--- config.mk ---
export PLATFORM = sky130hd
export DESIGN_NAME = dod_decoder
export DESIGN_NICKNAME = d
export VERILOG_FILES = /design/src/common/dod_pkg.sv /design/src/logic/dod_decoder.sv
export VERILOG_INCLUDE_DIRS = /design/src /design/src/common
export SDC_FILE = /design/constraint.sdc
export NUM_CORES = 1
export LEC_CHECK = 0
export ABC_CLOCK_PERIOD_IN_PS = 4900
export BUFFER_PORTS_ARGS = -buffer_cell sky130_fd_sc_hd__buf_2
export CAP_MARGIN = 20
export CORE_MARGIN = 2
export CORE_UTILIZATION = 35
export CTS_CLUSTER_SIZE = 25
export DETAILED_ROUTE_END_ITERATION = 10
export PLACE_DENSITY = 0.6
export SLEW_MARGIN = 20
export SYNTH_ARGS = -nofsm -noshare
export SYNTH_HDL_FRONTEND = slang
export SYNTH_SLANG_ARGS = --single-unit
--- constraint.sdc ---
create_clock -name mclk_i -period 4.9 [get_ports mclk_i]
set_input_delay 0.49 -clock mclk_i [delete_from_list [all_inputs] [get_ports mclk_i]]
set_output_delay 0.49 -clock mclk_i [all_outputs]
set_load 0.005 [all_outputs]
--- src/common/dod_defines.svh ---
`ifndef DOD_DEFINES_SVH
`define DOD_DEFINES_SVH
// Register word indices on the Avalon-MM slave
`define DOD_REG_CTRL 2'h0
`define DOD_REG_STATUS 2'h1
`define DOD_REG_COUNT 2'h2
`define DOD_REG_LAST 2'h3
// Control register fields
`define DOD_CTRL_ENABLE 0
`define DOD_CTRL_XF_CLR 1
`define DOD_CTRL_RESET 1'b1
// Status register fields
`define DOD_STAT_XF 0
`define DOD_STAT_BUSY 1
`define DOD_STAT_WAIT2 2
// Cycle counts of the instructions
`define DOD_CYC_ONE 3'h1
`define DOD_CYC_TWO 3'h2
`define DOD_CYC_RET 3'h4
`define DOD_CYC_NORET 3'h2
`endif

--- src/common/dod_pkg.sv ---
package dod_pkg;
  // Decoded operation codes
  typedef enum logic [4:0] {
    DOD_OP_NONE = 5'b00000,
    DOD_OP_POP_ACC = 5'b00001,
    DOD_OP_POP_MEM = 5'b00010,
    DOD_OP_PUSH_MEM = 5'b00011,
    DOD_OP_PUSH_ACC = 5'b00100,
    DOD_OP_RET = 5'b00101,
    DOD_OP_RET_COND = 5'b00110,
    DOD_OP_RPT_MEM = 5'b00111,
    DOD_OP_RPT_IMM = 5'b01000,
    DOD_OP_STORE_HI = 5'b01001,
    DOD_OP_STORE_LO = 5'b01010,
    DOD_OP_AUX_SUB = 5'b01011,
    DOD_OP_SET_STAT = 5'b01100,
    DOD_OP_SET_XF = 5'b01101,
    DOD_OP_SUB_PROD = 5'b01110,
    DOD_OP_SQR_SUB = 5'b01111,
    DOD_OP_ST_STAT_A = 5'b10000,
    DOD_OP_ST_STAT_B = 5'b10001,
    DOD_OP_STORE_LONG = 5'b10010,
    DOD_OP_SUB_LONG = 5'b10011,
    DOD_OP_SUB_SHORT = 5'b10100,
    DOD_OP_SUB_SHIFT = 5'b10101,
    DOD_OP_SUB_TSHIFT = 5'b10110,
    DOD_OP_SUB_LOW_NSX = 5'b10111,
    DOD_OP_XOR_LONG = 5'b11000,
    DOD_OP_XOR_LONG16 = 5'b11001,
    DOD_OP_ZERO_LOAD_RND = 5'b11010,
    DOD_OP_OTHER = 5'b11111
  } dod_op_e;

  // Status bit chosen by a set operation
  typedef enum logic [2:0] {
    DOD_ST_NONE = 3'b000,
    DOD_ST_CARRY = 3'b001,
    DOD_ST_BLOCK_PROG = 3'b010,
    DOD_ST_INT_DIS = 3'b011,
    DOD_ST_OVF_MODE = 3'b100,
    DOD_ST_TEST_CTRL = 3'b101,
    DOD_ST_SIGN_EXT = 3'b110
  } dod_stat_e;

  // Whole state of the decoder
  typedef struct packed {
    logic enable;
    logic xf;
    logic wait2;
    logic [2:0] busy;
    dod_op_e hold_op;
    logic [7:0] hold_addr;
    logic [3:0] hold_shift;
    logic op_valid;
    dod_op_e op;
    dod_stat_e stat_sel;
    logic [7:0] addr;
    logic [3:0] shift;
    logic [15:0] imm;
    logic [3:0] cond;
    logic [2:0] words;
    logic [2:0] cycles;
    logic [15:0] count;
    logic ack;
    logic [31:0] rdata;
  } dod_state_s;
endpackage : dod_pkg

--- src/logic/dod_decoder.sv ---
// Local design decisions: register access over Avalon-MM and the address map.
`timescale 1ns/1ps
`include "dod_defines.svh"
// Contract
// - BE32 pops stack to low accumulator
// - 8A pops stack to addressed memory
// - 76 pushes addressed memory word onto stack
// - BE3C pushes low accumulator onto stack
// - return four cycles; conditional four or two
// - 0B loads repeat count from memory
// - BB loads repeat count from immediate
// - 9x stores shifted accumulator half, bit11 selects
// - 7C subtracts short immediate from aux register
// - BE4x sets status bit by low nibble
// - BE4D drives external flag high
// - BE05 subtracts product from accumulator
// - 53 squares and subtracts previous product
// - 8E and 8F store status registers
// - AE stores following constant, two cycles
// - BFAx subtracts shifted constant, two cycles
// - BA subtracts short immediate from accumulator
// - 3x subtracts shifted memory word
// - 67 subtracts word shifted by multiplicand
// - 66 subtracts low without sign extension
// - BFDx and BE83 xor shifted constant
// - 68 zeroes low, loads high rounded
module dod_decoder (
  input wire logic mclk_i, // Core clock
  input wire logic nrst_i, // Async reset, active low
  // Fetch side
  input wire logic instr_valid_i, // Program word offered
  input wire logic [15:0] instr_i, // Program word
  output logic instr_ready_o, // Decoder can take a word this edge
  input wire logic cond_met_i, // Return condition true
  // Decode outputs
  output logic op_valid_o, // One-cycle decode strobe
  output dod_pkg::dod_op_e op_o, // Decoded operation
  output dod_pkg::dod_stat_e stat_sel_o, // Status bit to set
  output logic [7:0] addr_byte_o, // Addressing byte
  output logic [3:0] shift_o, // Shift amount field
  output logic [15:0] imm_o, // Immediate or constant
  output logic [3:0] cond_o, // Return condition bits
  output logic [2:0] words_o, // Instruction words
  output logic [2:0] cycles_o, // Instruction cycles
  output logic external_flag_output_o, // External flag pin
  // Avalon-MM slave
  input wire logic [1:0] avs_address_i, // Word index
  input wire logic avs_read_i, // Read request
  input wire logic avs_write_i, // Write request
  input wire logic [31:0] avs_writedata_i, // Write data
  output logic [31:0] avs_readdata_o, // Read data
  output logic avs_waitrequest_o // Stall until answer
);
  import dod_pkg::*;

  dod_state_s st; // Registered state
  dod_state_s next_st; // Next state
  logic take; // Fetch word accepted
  logic bus_req; // Bus access pending
  logic bus_wr; // Write completes now
  dod_op_e dec_op; // First-word decode
  dod_stat_e dec_sel; // First-word status select
  logic dec_two; // Needs constant word
  logic [2:0] dec_cyc; // Cycles of first word

  // Fetch handshake, stalls while busy
  assign take = instr_valid_i & instr_ready_o;
  assign instr_ready_o = st.enable & (st.busy == 3'h0);

  // Bus answer one cycle after the request
  assign bus_req = avs_read_i | avs_write_i;
  assign avs_waitrequest_o = bus_req & ~st.ack;
  assign bus_wr = avs_write_i & st.ack;

  // Opcode pattern recognition of one program word
  always_comb begin
    dec_op = DOD_OP_OTHER;
    dec_sel = DOD_ST_NONE;
    dec_two = 1'b0;
    dec_cyc = `DOD_CYC_ONE;
    if (instr_i == 16'hbe32) begin
      dec_op = DOD_OP_POP_ACC;
    end else if (instr_i == 16'hbe3c) begin
      dec_op = DOD_OP_PUSH_ACC;
    end else if (instr_i == 16'hbe05) begin
      dec_op = DOD_OP_SUB_PROD;
    end else if (instr_i == 16'hbe4d) begin
      dec_op = DOD_OP_SET_XF;
    end else if (instr_i == 16'hbe83) begin
      dec_op = DOD_OP_XOR_LONG16;
      dec_two = 1'b1;
    end else if (instr_i[15:4] == 12'hbe4) begin
      // Status bit picked by the low nibble
      dec_op = DOD_OP_SET_STAT;
      case (instr_i[3:0])
        4'hf: dec_sel = DOD_ST_CARRY;
        4'h5: dec_sel = DOD_ST_BLOCK_PROG;
        4'h1: dec_sel = DOD_ST_INT_DIS;
        4'h3: dec_sel = DOD_ST_OVF_MODE;
        4'hb: dec_sel = DOD_ST_TEST_CTRL;
        4'h7: dec_sel = DOD_ST_SIGN_EXT;
        default: dec_op = DOD_OP_OTHER; // Not a set op
      endcase
    end else if (instr_i[15:4] == 12'hbfa) begin
      dec_op = DOD_OP_SUB_LONG;
      dec_two = 1'b1;
    end else if (instr_i[15:4] == 12'hbfd) begin
      dec_op = DOD_OP_XOR_LONG;
      dec_two = 1'b1;
    end else if (instr_i == 16'hef00) begin
      dec_op = DOD_OP_RET;
      dec_cyc = `DOD_CYC_RET;
    end else if (instr_i[15:10] == 6'b111011) begin
      // Taken return costs four, else two
      dec_op = DOD_OP_RET_COND;
      dec_cyc = cond_met_i ? `DOD_CYC_RET : `DOD_CYC_NORET;
    end else if (instr_i[15:12] == 4'h9) begin
      // Bit 11 picks the accumulator half
      dec_op = instr_i[11] ? DOD_OP_STORE_HI
                           : DOD_OP_STORE_LO;
    end else if (instr_i[15:12] == 4'h3) begin
      dec_op = DOD_OP_SUB_SHIFT;
    end else begin
      // Whole upper byte selects the rest
      case (instr_i[15:8])
        8'h8a: dec_op = DOD_OP_POP_MEM;
        8'h76: dec_op = DOD_OP_PUSH_MEM;
        8'h0b: dec_op = DOD_OP_RPT_MEM;
        8'hbb: dec_op = DOD_OP_RPT_IMM;
        8'h7c: dec_op = DOD_OP_AUX_SUB;
        8'h53: dec_op = DOD_OP_SQR_SUB;
        8'h8e: dec_op = DOD_OP_ST_STAT_A;
        8'h8f: dec_op = DOD_OP_ST_STAT_B;
        8'hba: dec_op = DOD_OP_SUB_SHORT;
        8'h67: dec_op = DOD_OP_SUB_TSHIFT;
        8'h66: dec_op = DOD_OP_SUB_LOW_NSX;
        8'h68: dec_op = DOD_OP_ZERO_LOAD_RND;
        8'hae: begin
          dec_op = DOD_OP_STORE_LONG;
          dec_two = 1'b1;
        end
        default: dec_op = DOD_OP_OTHER; // Outside this range
      endcase
    end
  end

  // Next-state logic of decoder and bus slave
  always_comb begin
    next_st = st;
    next_st.op_valid = 1'b0;
    // Count down extra cycles of long instructions
    if (st.busy != 3'h0) begin
      next_st.busy = st.busy - 3'h1;
    end
    if (take && st.wait2) begin
      // Second word is the 16-bit constant
      next_st.wait2 = 1'b0;
      next_st.op_valid = 1'b1;
      next_st.op = st.hold_op;
      next_st.addr = st.hold_addr;
      next_st.shift = st.hold_shift;
      next_st.imm = instr_i;
      next_st.words = `DOD_CYC_TWO;
      next_st.cycles = `DOD_CYC_TWO;
      next_st.count = st.count + 16'h1;
    end else if (take && dec_two) begin
      // Hold first word, wait for constant
      next_st.wait2 = 1'b1;
      next_st.hold_op = dec_op;
      next_st.hold_addr = instr_i[7:0];
      // Shift amount from the low nibble of the first word
      next_st.hold_shift = instr_i[3:0];
    end else if (take) begin
      // Single-word instruction issues now
      next_st.op_valid = 1'b1;
      next_st.op = dec_op;
      next_st.stat_sel = dec_sel;
      next_st.addr = instr_i[7:0];
      next_st.imm = {8'h00, instr_i[7:0]};
      next_st.cond = instr_i[3:0];
      next_st.words = `DOD_CYC_ONE;
      next_st.cycles = dec_cyc;
      next_st.busy = dec_cyc - 3'h1;
      next_st.count = st.count + 16'h1;
      // Shift field width depends on format
      if (dec_op == DOD_OP_STORE_HI || dec_op == DOD_OP_STORE_LO) begin
        next_st.shift = {1'b0, instr_i[10:8]};
      end else begin
        next_st.shift = instr_i[11:8];
      end
    end
    // Bus access answered one cycle later
    next_st.ack = bus_req & ~st.ack;
    if (bus_req && !st.ack) begin
      case (avs_address_i)
        `DOD_REG_CTRL: next_st.rdata = {31'h0, st.enable};
        `DOD_REG_STATUS: next_st.rdata = {29'h0, st.wait2,
                           (st.busy != 3'h0), st.xf};
        `DOD_REG_COUNT: next_st.rdata = {16'h0, st.count};
        `DOD_REG_LAST: next_st.rdata = {27'h0, st.op};
        default: next_st.rdata = 32'h0; // Unmapped
      endcase
    end
    // Software control; clear loses to a set below
    if (bus_wr && avs_address_i == `DOD_REG_CTRL) begin
      next_st.enable = avs_writedata_i[`DOD_CTRL_ENABLE];
      if (avs_writedata_i[`DOD_CTRL_XF_CLR]) begin
        next_st.xf = 1'b0;
      end
    end
    // External flag set wins over a clear
    if (take && !st.wait2 && dec_op == DOD_OP_SET_XF) begin
      next_st.xf = 1'b1;
    end
  end

  // State register
  always_ff @(posedge mclk_i or negedge nrst_i) begin
    if (!nrst_i) begin
      st <= '0;
      st.enable <= `DOD_CTRL_RESET;
    end else begin
      st <= next_st;
    end
  end

  // Outputs straight from flip-flops
  assign op_valid_o = st.op_valid;
  assign op_o = st.op;
  assign stat_sel_o = st.stat_sel;
  assign addr_byte_o = st.addr;
  assign shift_o = st.shift;
  assign imm_o = st.imm;
  assign cond_o = st.cond;
  assign words_o = st.words;
  assign cycles_o = st.cycles;
  assign external_flag_output_o = st.xf;
  assign avs_readdata_o = st.rdata;
endmodule : dod_decoder

==> impl_metrics.csv, run 1 <==
group,metric,value,unit
run_status,result_of_the_run,"completed",
placement,gp_routability_congestion,0.879,
min_path,min-delay-path-class,"in -> async",
power_and_ir_drop,seq_power_share,0.475,
setup_path,maximum_fanout_encountered_on_the_critical_timing_path,24,
power_and_ir_drop,max_ir_drop_vdd,201,uV
power_and_ir_drop,power.combinational.fraction,0.260,
setup_path,timing.setup.critical_path_class,"reg -> reg",
placement,post-place-ws,1.64,ns
synthesis,synth_flop_cell,"sky130_fd_sc_hd__dfrtp_1",
setup_path,end_kind,"register",
cts,clk_transition_reported_paths,0.07,ns
layout,fillCellCount,1599,
sta,finalSetupViolations,0,
power_and_ir_drop,power_switching_share,0.325,
sta,relSlewSlack,0.369,
power_and_ir_drop,power.switching,0.000804,W
power_and_ir_drop,cellPowerDensity,420,nW/um^2
synthesis,yosys_warnings,0,
die,die_area,16900,um^2
die,initial_utilization,0.354,
job,drv_cap,0,
drt,drt-total-wl,13700,um
global_route,grt_max_degree,62,
synthesis,ys_seq_elements,98,
synthesis,post_synth_num_cell_types,67,
cts,cts_htree_levels,3,
placement,count_of_port_buffers_added_during_placement,90,
global_route,grt-ovfl-total,0,
drt,ant_nets,0,
setup_path,worstPathRequired,5.13,ns
setup_path,reg2reg_slack,1.68,ns
layout,multi_input_area,2350,um^2
sta,finalWorstSetupSlack,1.68,ns
power_and_ir_drop,p_int,0.00167,W
setup_path,worstReg2RegEnd,"st[43]",
power_and_ir_drop,static-leakage-power,2.76,nW
cts,clock_tree.buffer_depth,2,
drt,wl_per_cell,16.6,um
power_and_ir_drop,share_clk_of_total_power,0.265,
setup_path,crit_path_start_kind,"register",
sta,finalHoldViolCount,0,
placement,dpl.hpwl,10000,um
global_route,global_route.usage.total,0.168,
drt,drc,0,
synthesis,post_synth.cell_area_avg,9.31,um^2
setup_path,reg2reg_from,"st[114]",
die,floorplan.core_area,15700,um^2
drt,dr.first_iter.drc_count,248,
setup_path,worst_reg2reg_path_length_in_cells,11,
synthesis,synth-seq-area-share,0.442,
sta,timing.final.crit_share,0.658,
sta,tightestPinTransition,0.943,ns
sta,final.setup.tns,0,ns
sta,skew,0.0102,ns
layout,drive_above_1_share,0.215,
die,row_count,46,
drt,viasPerCell,5.09,
cts,clock_sinks,98,
synthesis,synth-edff-count,0,
die,die_y,130,um
global_route,first_global_vias,4146,
global_route,global_route_wire_length_before_repair,21900,um
layout,n_antenna_cell,0,
cts,cts_post_setup_buffers_inserted,0,
layout,nNetsFinal,663,
cts,cts_buffers,9,
cts,cts.hold.buffers_added,0,
synthesis,syn-cell-area,5560,um^2
setup_path,cp_data_arrival_time,3.46,ns
sta,fin_crit,3.22,ns
global_route,grt_antenna_before_repair,0,
synthesis,postSynthCellCount,597,
drt,drtPass1Iterations,5,
die,boundaryPins,138,
sta,max_clock_freq,0.310,GHz
layout,seq_area,2450,um^2
cts,cts_tree,"done",
synthesis,ys_async_sr_fraction,1.00,
cts,clk_latency,0.35,ns
layout,areaGrowthSynthToFinish,6.19,%
sta,final-max-slew-violation-count,0,
sta,grt_setup_unrepaired,"false",
die,floorplan.die.width,130,um
cts,cts_resized,0,
cts,clk_root_buf,"sky130_fd_sc_hd__clkbuf_16",
drt,via_count,4196,
[state kept, by name (all words and copies together) (netlist names)]
signal	flops
shift_o	4
op_o	5
words_o	2
stat_sel_o	3
st	35
cond_o	4
external_flag_output_o	1
imm_o	16
addr_byte_o	8
op_valid_o	1
cycles_o	3
avs_readdata_o	16
[layout by cell type (no fill, tap or decap), types with 7 or more instances in the layout]
master / n
sky130_fd_sc_hd__inv_1: 14
sky130_fd_sc_hd__o21ai_0: 52
sky130_fd_sc_hd__xnor2_1: 16
sky130_fd_sc_hd__a21oi_1: 9
sky130_fd_sc_hd__nor2b_1: 10
sky130_fd_sc_hd__nand2_1: 84
sky130_fd_sc_hd__buf_2: 89
sky130_fd_sc_hd__a22oi_1: 29
sky130_fd_sc_hd__nor3_1: 7
sky130_fd_sc_hd__conb_1: 17
sky130_fd_sc_hd__dfrtp_1: 97
sky130_fd_sc_hd__nand4_1: 11
sky130_fd_sc_hd__clkbuf_16: 9
sky130_fd_sc_hd__mux2_2: 8
sky130_fd_sc_hd__nand3_1: 15
sky130_fd_sc_hd__nor2_1: 24
sky130_fd_sc_hd__a22o_1: 9
[per-stage QoR]
step	hold slack, ns	util	area [um^2]	std cells	power, W
detailed placement	0.455	0.357	5620	808	0.00185
CTS	0.241	0.375	5890	824	0.00252
finish	0.214	0.375	5900	824	0.00248
global placement	0.455	0.357	5620	808	0.00182
global route	0.259	0.375	5900	824	0.00265
floorplan	0.194	-	5620	613	0.00174
[power groups by stage]
stage / sequential [W] / combinational (W) / clock (W)
after floorplan: 0.00113 / 0.000620 / 0
after global placement: 0.00119 / 0.000633 / 0
after detailed placement: 0.00119 / 0.000657 / 0
after CTS: 0.00118 / 0.000657 / 0.000680
after global routing: 0.00120 / 0.000737 / 0.000711
final: 0.00118 / 0.000643 / 0.000657
[area by class of cell]
type,count,area share
clock buffers,12,0.0418
clock inverters,4,0.00509
inverters,15,0.00954
multi-input cells,384,0.399
flip-flops and latches,98,0.416
well taps,216,0.0458
repair buffers,95,0.0831
[worst max-delay path, stage by stage (launching register included)]
cell	delay, ns
sky130_fd_sc_hd__dfrtp_1	0.39
sky130_fd_sc_hd__inv_1	0.08
sky130_fd_sc_hd__ha_1	0.16
sky130_fd_sc_hd__nor2b_1	0.40
sky130_fd_sc_hd__and2_1	0.22
sky130_fd_sc_hd__nand2_1	0.41
sky130_fd_sc_hd__a21o_1	0.39
sky130_fd_sc_hd__buf_4	0.24
sky130_fd_sc_hd__inv_2	0.18
sky130_fd_sc_hd__and2_1	0.30
sky130_fd_sc_hd__nand4_1	0.16
sky130_fd_sc_hd__xnor2_1	0.15
[metal layers]
layer | global-route usage | wire length [um] | vias up
li1 | - | - | 2002
met1 | 0.219 | 6200 | 2045
met2 | 0.279 | 6620 | 133
met3 | 0.0414 | 689 | 16
met4 | 0.0493 | 198 | 0
met5 | 0 | 0 | -
[how the worst max path moves through the flow]
| stage | from | slack [ns] | to | cells past startpoint |
|---|---|---|---|---|
| floorplan | instr_i[6] | 2.58 | external_flag_output_o | 10 |
| global placement | st[113] | 1.72 | external_flag_output_o | 9 |
| detailed placement | st[114] | 1.64 | st[43] | 11 |
| CTS | st[114] | 1.60 | external_flag_output_o | 9 |
| global route | st[113] | 1.33 | st[43] | 11 |
| finish | st[114] | 1.68 | st[43] | 11 |
[cells in the mapped netlist (all sizes together), types with 3 or more instances]
library cell  instances  area share
buf                  91        0.12
nor2b                10       0.011
dfrtp                97        0.44
nand4b                4      0.0074
nor2                 24       0.016
nand3                16       0.015
o21ai                54       0.049
inv                  15       0.010
o31ai                 3      0.0041
mux2                  8       0.016
and3b                 3      0.0047
nand2                84       0.057
xnor2                16       0.025
or4                   4      0.0061
and2                  5      0.0056
a22o                  9       0.014
or3                   3      0.0034
nor4                  4      0.0056
clkbuf               25       0.017
o41ai                 3      0.0061
ha                    4      0.0090
nand2b                4      0.0045
xor2                  3      0.0047
a21o                  3      0.0041
and3                  6      0.0068
nor4b                 4      0.0063
a22oi                29       0.039
a21oi                10       0.011
nand4                11       0.012
nor3                  7      0.0063
mux2i                 3      0.0054
nor3b                 4      0.0054
[logic make-up after synthesis]
kind of cell	after synthesis	synth area share
other cells	1	0.000675
xor+xnor	19	0.0300
flops	98	0.442
fa+ha+maj	4	0.00901
mux	12	0.0257
compound gates	132	0.160
simple gates	200	0.185
buf+inv	131	0.148
(Power assumes the default switching activity.)
==> run 2: changes to the inputs <==
--- a/config.mk
+++ b/config.mk
@@ -6,14 +6,14 @@
 export SDC_FILE = /design/constraint.sdc
 export NUM_CORES = 1
 export LEC_CHECK = 0
-export ABC_CLOCK_PERIOD_IN_PS = 4900
+export ABC_CLOCK_PERIOD_IN_PS = 2750
 export BUFFER_PORTS_ARGS = -buffer_cell sky130_fd_sc_hd__buf_2
 export CAP_MARGIN = 20
 export CORE_MARGIN = 2
 export CORE_UTILIZATION = 35
 export CTS_CLUSTER_SIZE = 25
 export DETAILED_ROUTE_END_ITERATION = 10
-export PLACE_DENSITY = 0.6
+export PLACE_DENSITY = 0.62
 export SLEW_MARGIN = 20
 export SYNTH_ARGS = -nofsm -noshare
 export SYNTH_HDL_FRONTEND = slang
==> constraint.sdc (replaced) <==
create_clock -name mclk_i -period 2.75 [get_ports mclk_i]
set_input_delay 0.275 -clock mclk_i [delete_from_list [all_inputs] [get_ports mclk_i]]
set_output_delay 0.275 -clock mclk_i [all_outputs]
set_load 0.005 [all_outputs]
==> run 2 against run 1 <==
  * Critical path depth decreased by 2
  * Final cell count increased by 2.1%
  * Largest cell class unchanged
  * Critical path type unchanged
  * Sequential share of layout area decreased by 1.1 points
  * Combinational power increased by 82%
  * Critical endpoint is now external_flag_output_o
  * Global-route usage increased by 0.057 points
==> impl_metrics.csv, run 2 (synthesized netlist as in run 1, its figures left out) <==
group,metric,value,unit
sta,fin_hold_ws,0.167,ns
cts,cts_tree,"done",
sta,finalHoldViolCount,0,
layout,n_antenna_cell,0,
power_and_ir_drop,cellPowerDensity,755,nW/um^2
sta,tightestPinTransition,1.02,ns
die,die_area,16900,um^2
drt,drt-total-wl,13900,um
placement,gp_routability_congestion,0.841,
layout,fillCellCount,1596,
die,floorplan.core_area,15700,um^2
sta,fin_crit,2.43,ns
min_path,holdPathStages,2,
min_path,timing.hold.worst_endpoint,"st[118]",
cts,clock_sinks,98,
sta,grt_setup_unrepaired,"false",
power_and_ir_drop,static-leakage-power,2.86,nW
sta,finalSetupViolations,0,
power_and_ir_drop,totalPowerFinal,0.00457,W
sta,final.setup.tns,0,ns
global_route,grt-ovfl-total,0,
cts,clk_transition_reported_paths,0.07,ns
placement,dpl.hpwl,10300,um
setup_path,reg2reg_slack,0.32,ns
drt,via_count,4296,
cts,cts_buffers,9,
drt,drtPass1Iterations,4,
sta,final-max-slew-violation-count,0,
die,initial_utilization,0.354,
drt,ant_nets,0,
setup_path,cp_data_arrival_time,2.68,ns
global_route,global_route_wire_length_before_repair,22000,um
global_route,first_global_vias,4093,
cts,cts_post_setup_buffers_inserted,0,
layout,final_cells,841,
die,row_count,46,
layout,leading_cell_types_in_the_layout_fill_and_taps_excluded,"sky130_fd_sc_hd__dfrtp_1 (97), sky130_fd_sc_hd__buf_2 (89), sky130_fd_sc_hd__nand2_1 (84), sky130_fd_sc_hd__o21ai_0 (52), sky130_fd_sc_hd__a22oi_1 (29)",
job,drv_cap,0,
drt,wl_per_cell,16.5,um
die,floorplan.die.width,130,um
placement,numPlacedInstances,824,
sta,skew,0.00760,ns
setup_path,end_kind,"register",
sta,max_clock_freq,0.411,GHz
sta,relSlewSlack,0.314,
layout,largest_register_ffs,35,
global_route,grt_max_degree,54,
layout,areaGrowthSynthToFinish,9.03,%
setup_path,timing.setup.critical_path_class,"reg -> reg",
power_and_ir_drop,max_ir_drop_vdd,339,uV
cts,clock_tree.buffer_depth,2,
setup_path,worst_reg2reg_path_length_in_cells,9,
setup_path,worstPathRequired,3.00,ns
drt,dr.first_iter.drc_count,393,
layout,registers.top_by_ff_count,"st",
setup_path,reg2reg_from,"st[113]",
run_status,result_of_the_run,"completed",
global_route,global_route.usage.total,0.169,
cts,cts_htree_levels,3,
cts,clk_root_buf,"sky130_fd_sc_hd__clkbuf_16",
min_path,min-delay-path-class,"in -> reg",
setup_path,worstReg2RegEnd,"external_flag_output_o",
layout,nNetsFinal,680,
die,boundaryPins,138,
setup_path,maximum_fanout_encountered_on_the_critical_timing_path,7,
layout,layout.cells.most_common,"sky130_fd_sc_hd__dfrtp_1",
drt,viasPerCell,5.11,
layout,drive_above_1_share,0.238,
setup_path,crit_path_start_kind,"register",
drt,drc,0,
cts,clk_latency,0.36,ns
die,die_y,130,um
global_route,grt_antenna_before_repair,0,
sta,timing.final.crit_share,0.884,
placement,count_of_port_buffers_added_during_placement,90,
min_path,hp-start,"avs_writedata_i[0]",
-- run 2: worst max path at each step --
stage,startpoint,to
floorplan,st[113],st[45]
global placement,instr_i[9],cycles_o[0]
detailed placement,instr_i[5],shift_o[2]
CTS,st[113],shift_o[2]
global route,st[113],addr_byte_o[3]
finish,st[113],external_flag_output_o
-- run 2: cell type report --
cell class | count | area (um^2) | area share
Tap cell | 216 | 270 | 0.0446
Multi-Input combinational cell | 384 | 2340 | 0.387
Clock inverter | 7 | 73.8 | 0.0122
Clock buffer | 9 | 225 | 0.0372
Timing Repair Buffer | 112 | 633 | 0.105
Inverter | 15 | 56.3 | 0.00930
Sequential cell | 98 | 2450 | 0.405
-- run 2: critical path, cell delays in order, from the launching register on --
cell                      delay [ns]
sky130_fd_sc_hd__dfrtp_1        0.36
sky130_fd_sc_hd__inv_1          0.11
sky130_fd_sc_hd__ha_1           0.17
sky130_fd_sc_hd__nor2b_1        0.20
sky130_fd_sc_hd__and2_1         0.16
sky130_fd_sc_hd__nand2_1        0.15
sky130_fd_sc_hd__or3_1          0.53
sky130_fd_sc_hd__a21oi_4        0.21
sky130_fd_sc_hd__nand3_2        0.14
sky130_fd_sc_hd__o41ai_2        0.30
-- run 2: metrics by stage --
stage	area, um^2	util	setup WS [ns]
floorplan	5620	-	0.454
global placement	5750	0.366	0.166
detailed placement	5750	0.366	0.129
CTS	6060	0.385	0.265
global route	6060	0.385	0.0601
finish	6060	0.385	0.320
-- run 2: power by group --
part / switching, W / internal (W) / total (W)
clock network: 0.000590 / 0.000712 / 0.00130
registers: 0.000298 / 0.00180 / 0.00210
logic: 0.000607 / 0.000564 / 0.00117
total: 0.00149 / 0.00308 / 0.00457
-- run 2: what timing repair did --
| action | in CTS | in global routing |
|---|---|---|
| hold endpoints to repair | 45 | 0 |
| hold buffers | 1 | 0 |
| resized for setup | 0 | 0 |
| endpoints found under the setup margin | 0 | 0 |
-- run 2: per-layer routing --
metal  global-route usage  up-vias  wire length [um]
met5                    0        -                 0
met3               0.0312       16               740
met1                0.225     2090              6230
li1                     -     2039                 -
met4               0.0614        0               231
met2                0.277      151              6670
==> run 3: changes to the inputs <==
==> constraint.sdc (replaced) <==
create_clock -name mclk_i -period 2.75 [get_ports mclk_i]
set_input_delay 0.1375 -clock mclk_i [delete_from_list [all_inputs] [get_ports mclk_i]]
set_output_delay 0.1375 -clock mclk_i [all_outputs]
set_load 0.005 [all_outputs]
==> run 3 against run 2 <==
  * Combinational power about the same
  * Largest power group unchanged
  * Fmax up 1.3%
  * Final area down 0.31%
  * Power down 0.43%
  * Worst setup slack better by 0.030 ns
  * Clock-buffer cell count unchanged
  * Register-to-register slack better by 0.03 ns
  * Critical path depth unchanged
==> impl_metrics.csv, run 3 (synthesized netlist as in run 1, its figures left out) <==
group,metric,value,unit
min_path,timing.hold.worst_endpoint,"st[118]",
run_status,result_of_the_run,"completed",
die,floorplan.die.width,130,um
cts,cts_buffers,9,
sta,final-max-slew-violation-count,0,
placement,count_of_port_buffers_added_during_placement,90,
cts,cts_htree_levels,3,
cts,clk_latency,0.35,ns
sta,relSlewSlack,0.438,
power_and_ir_drop,share_clk_of_total_power,0.282,
global_route,grt_max_degree,88,
layout,fillCellCount,1587,
drt,viasPerCell,5.08,
placement,dpl.hpwl,10000,um
cts,cts_post_setup_buffers_inserted,0,
cts,clock_tree.buffer_depth,2,
sta,finalHoldViolCount,0,
min_path,holdPathStages,2,
die,initial_utilization,0.354,
sta,fin_hold_ws,0.0292,ns
layout,leading_cell_types_in_the_layout_fill_and_taps_excluded,"sky130_fd_sc_hd__dfrtp_1 (97), sky130_fd_sc_hd__buf_2 (89), sky130_fd_sc_hd__nand2_1 (84), sky130_fd_sc_hd__o21ai_0 (52), sky130_fd_sc_hd__a22oi_1 (29)",
setup_path,critical_path.startpoint,"st[113]",
global_route,global_route.usage.total,0.165,
die,row_count,46,
drt,wl_met1,6140,um
layout,largest_register_ffs,35,
sta,tightestPinTransition,0.841,ns
setup_path,reg2reg_slack,0.35,ns
setup_path,reg2reg_from,"st[113]",
power_and_ir_drop,power_switching_share,0.324,
sta,timing.final.crit_share,0.873,
layout,layout.cells.most_common,"sky130_fd_sc_hd__dfrtp_1",
global_route,grt_antenna_before_repair,0,
sta,skew,0.00576,ns
power_and_ir_drop,seq_power_share,0.461,
sta,finalSetupViolations,0,
sta,max_clock_freq,0.417,GHz
power_and_ir_drop,totalPowerFinal,0.00455,W
die,floorplan.core_area,15700,um^2
setup_path,crit_path_start_kind,"register",
sta,final.setup.tns,0,ns
setup_path,maximum_fanout_encountered_on_the_critical_timing_path,8,
power_and_ir_drop,max_ir_drop_vdd,429,uV
global_route,first_global_vias,4041,
drt,drt-total-wl,13600,um
sta,grt_setup_unrepaired,"false",
layout,multi_input_area,2350,um^2
setup_path,cp_data_arrival_time,2.64,ns
drt,top_routing_layer_used,"met4",
layout,seq_area,2450,um^2
placement,gp_routability_congestion,0.876,
drt,route.met2.wl,6470,um
global_route,global_route_wire_length_before_repair,21600,um
power_and_ir_drop,power.switching,0.00148,W
setup_path,worstPathRequired,2.99,ns
die,die_area,16900,um^2
drt,ant_nets,0,
drt,dr.first_iter.drc_count,260,
setup_path,end_kind,"register",
cts,clock_sinks,98,
job,drv_cap,0,
min_path,hp-start,"avs_writedata_i[0]",
layout,registers.top_by_ff_count,"st",
power_and_ir_drop,static-leakage-power,2.84,nW
layout,n_antenna_cell,0,
min_path,min-delay-path-class,"in -> reg",
layout,drive_above_1_share,0.236,
drt,drtPass1Iterations,5,
layout,nNetsFinal,677,
drt,via_count,4253,
global_route,grt-ovfl-total,0,
layout,final_core_utilization,0.384,
layout,areaGrowthSynthToFinish,8.69,%
power_and_ir_drop,p_int,0.00308,W
setup_path,timing.setup.critical_path_class,"reg -> reg",
cts,clk_transition_reported_paths,0.07,ns
die,boundaryPins,138,
sta,fin_crit,2.40,ns
power_and_ir_drop,power.combinational.fraction,0.257,
power_and_ir_drop,cellPowerDensity,754,nW/um^2
setup_path,worstReg2RegEnd,"stat_sel_o[1]",
placement,numPlacedInstances,820,
die,die_y,130,um
drt,drc,0,
setup_path,worst_reg2reg_path_length_in_cells,9,
cts,cts_tree,"done",
drt,detailroute.wirelength.met3,783,um
layout,final_cells,838,
drt,wl_per_cell,16.2,um
cts,clk_root_buf,"sky130_fd_sc_hd__clkbuf_16",
[run 3: changes by cell type in the layout (fill, tap and decap cells not counted), sizes merged]
cell / change
buf: -3
clkinvlp: +1
inv: -1
[run 3: cell type report]
class	instances	area share
multi-input cells	384	0.389
well taps	216	0.0448
clock buffers	9	0.0373
repair buffers	109	0.101
flip-flops and latches	98	0.406
clock inverters	7	0.0126
inverters	15	0.00932
[run 3: power groups by stage]
stage               combinational (W)  sequential (W)  clock, W
finish                        0.00117         0.00210   0.00129
global route                  0.00133         0.00216   0.00138
CTS                           0.00119         0.00210   0.00132
detailed placement            0.00118         0.00212         0
global placement              0.00116         0.00212         0
floorplan                     0.00110         0.00201         0
[run 3: layer usage]
layer	global-route usage	vias up
li1	-	2028
met1	0.220	2071
met5	0	-
met2	0.267	139
met3	0.0394	15
met4	0.0506	0
[run 3: how the worst max path moves through the flow]
stage	end	cells past startpoint
floorplan	st[45]	12
global placement	addr_byte_o[3]	9
detailed placement	shift_o[2]	9
CTS	shift_o[2]	9
global route	stat_sel_o[1]	9
finish	stat_sel_o[1]	9
[run 3: per-stage QoR]
step	setup slack, ns	instance area (um^2)
after CTS	0.146	6010
after floorplan	0.454	5620
after global routing	0.117	6040
after detailed placement	0.193	5710
after global placement	0.270	5710
final	0.350	6040
[run 3: critical path, stage by stage, from the launching register on]
cell and delay [ns]:
sky130_fd_sc_hd__dfrtp_1 0.37, sky130_fd_sc_hd__inv_1 0.11, sky130_fd_sc_hd__ha_1 0.17, sky130_fd_sc_hd__nor2b_1 0.18, sky130_fd_sc_hd__and2_1 0.17, sky130_fd_sc_hd__nand2_1 0.12
sky130_fd_sc_hd__or3_1 0.49, sky130_fd_sc_hd__buf_4 0.22, sky130_fd_sc_hd__buf_4 0.15, sky130_fd_sc_hd__o41ai_1 0.31
[run 3: repair_timing]
action | 4_1_cts | 5_1_grt
setup endpoints to repair | 0 | 12
endpoints found under the hold margin | 0 | 85
resized for setup | 0 | 1
hold buffers | 0 | 1
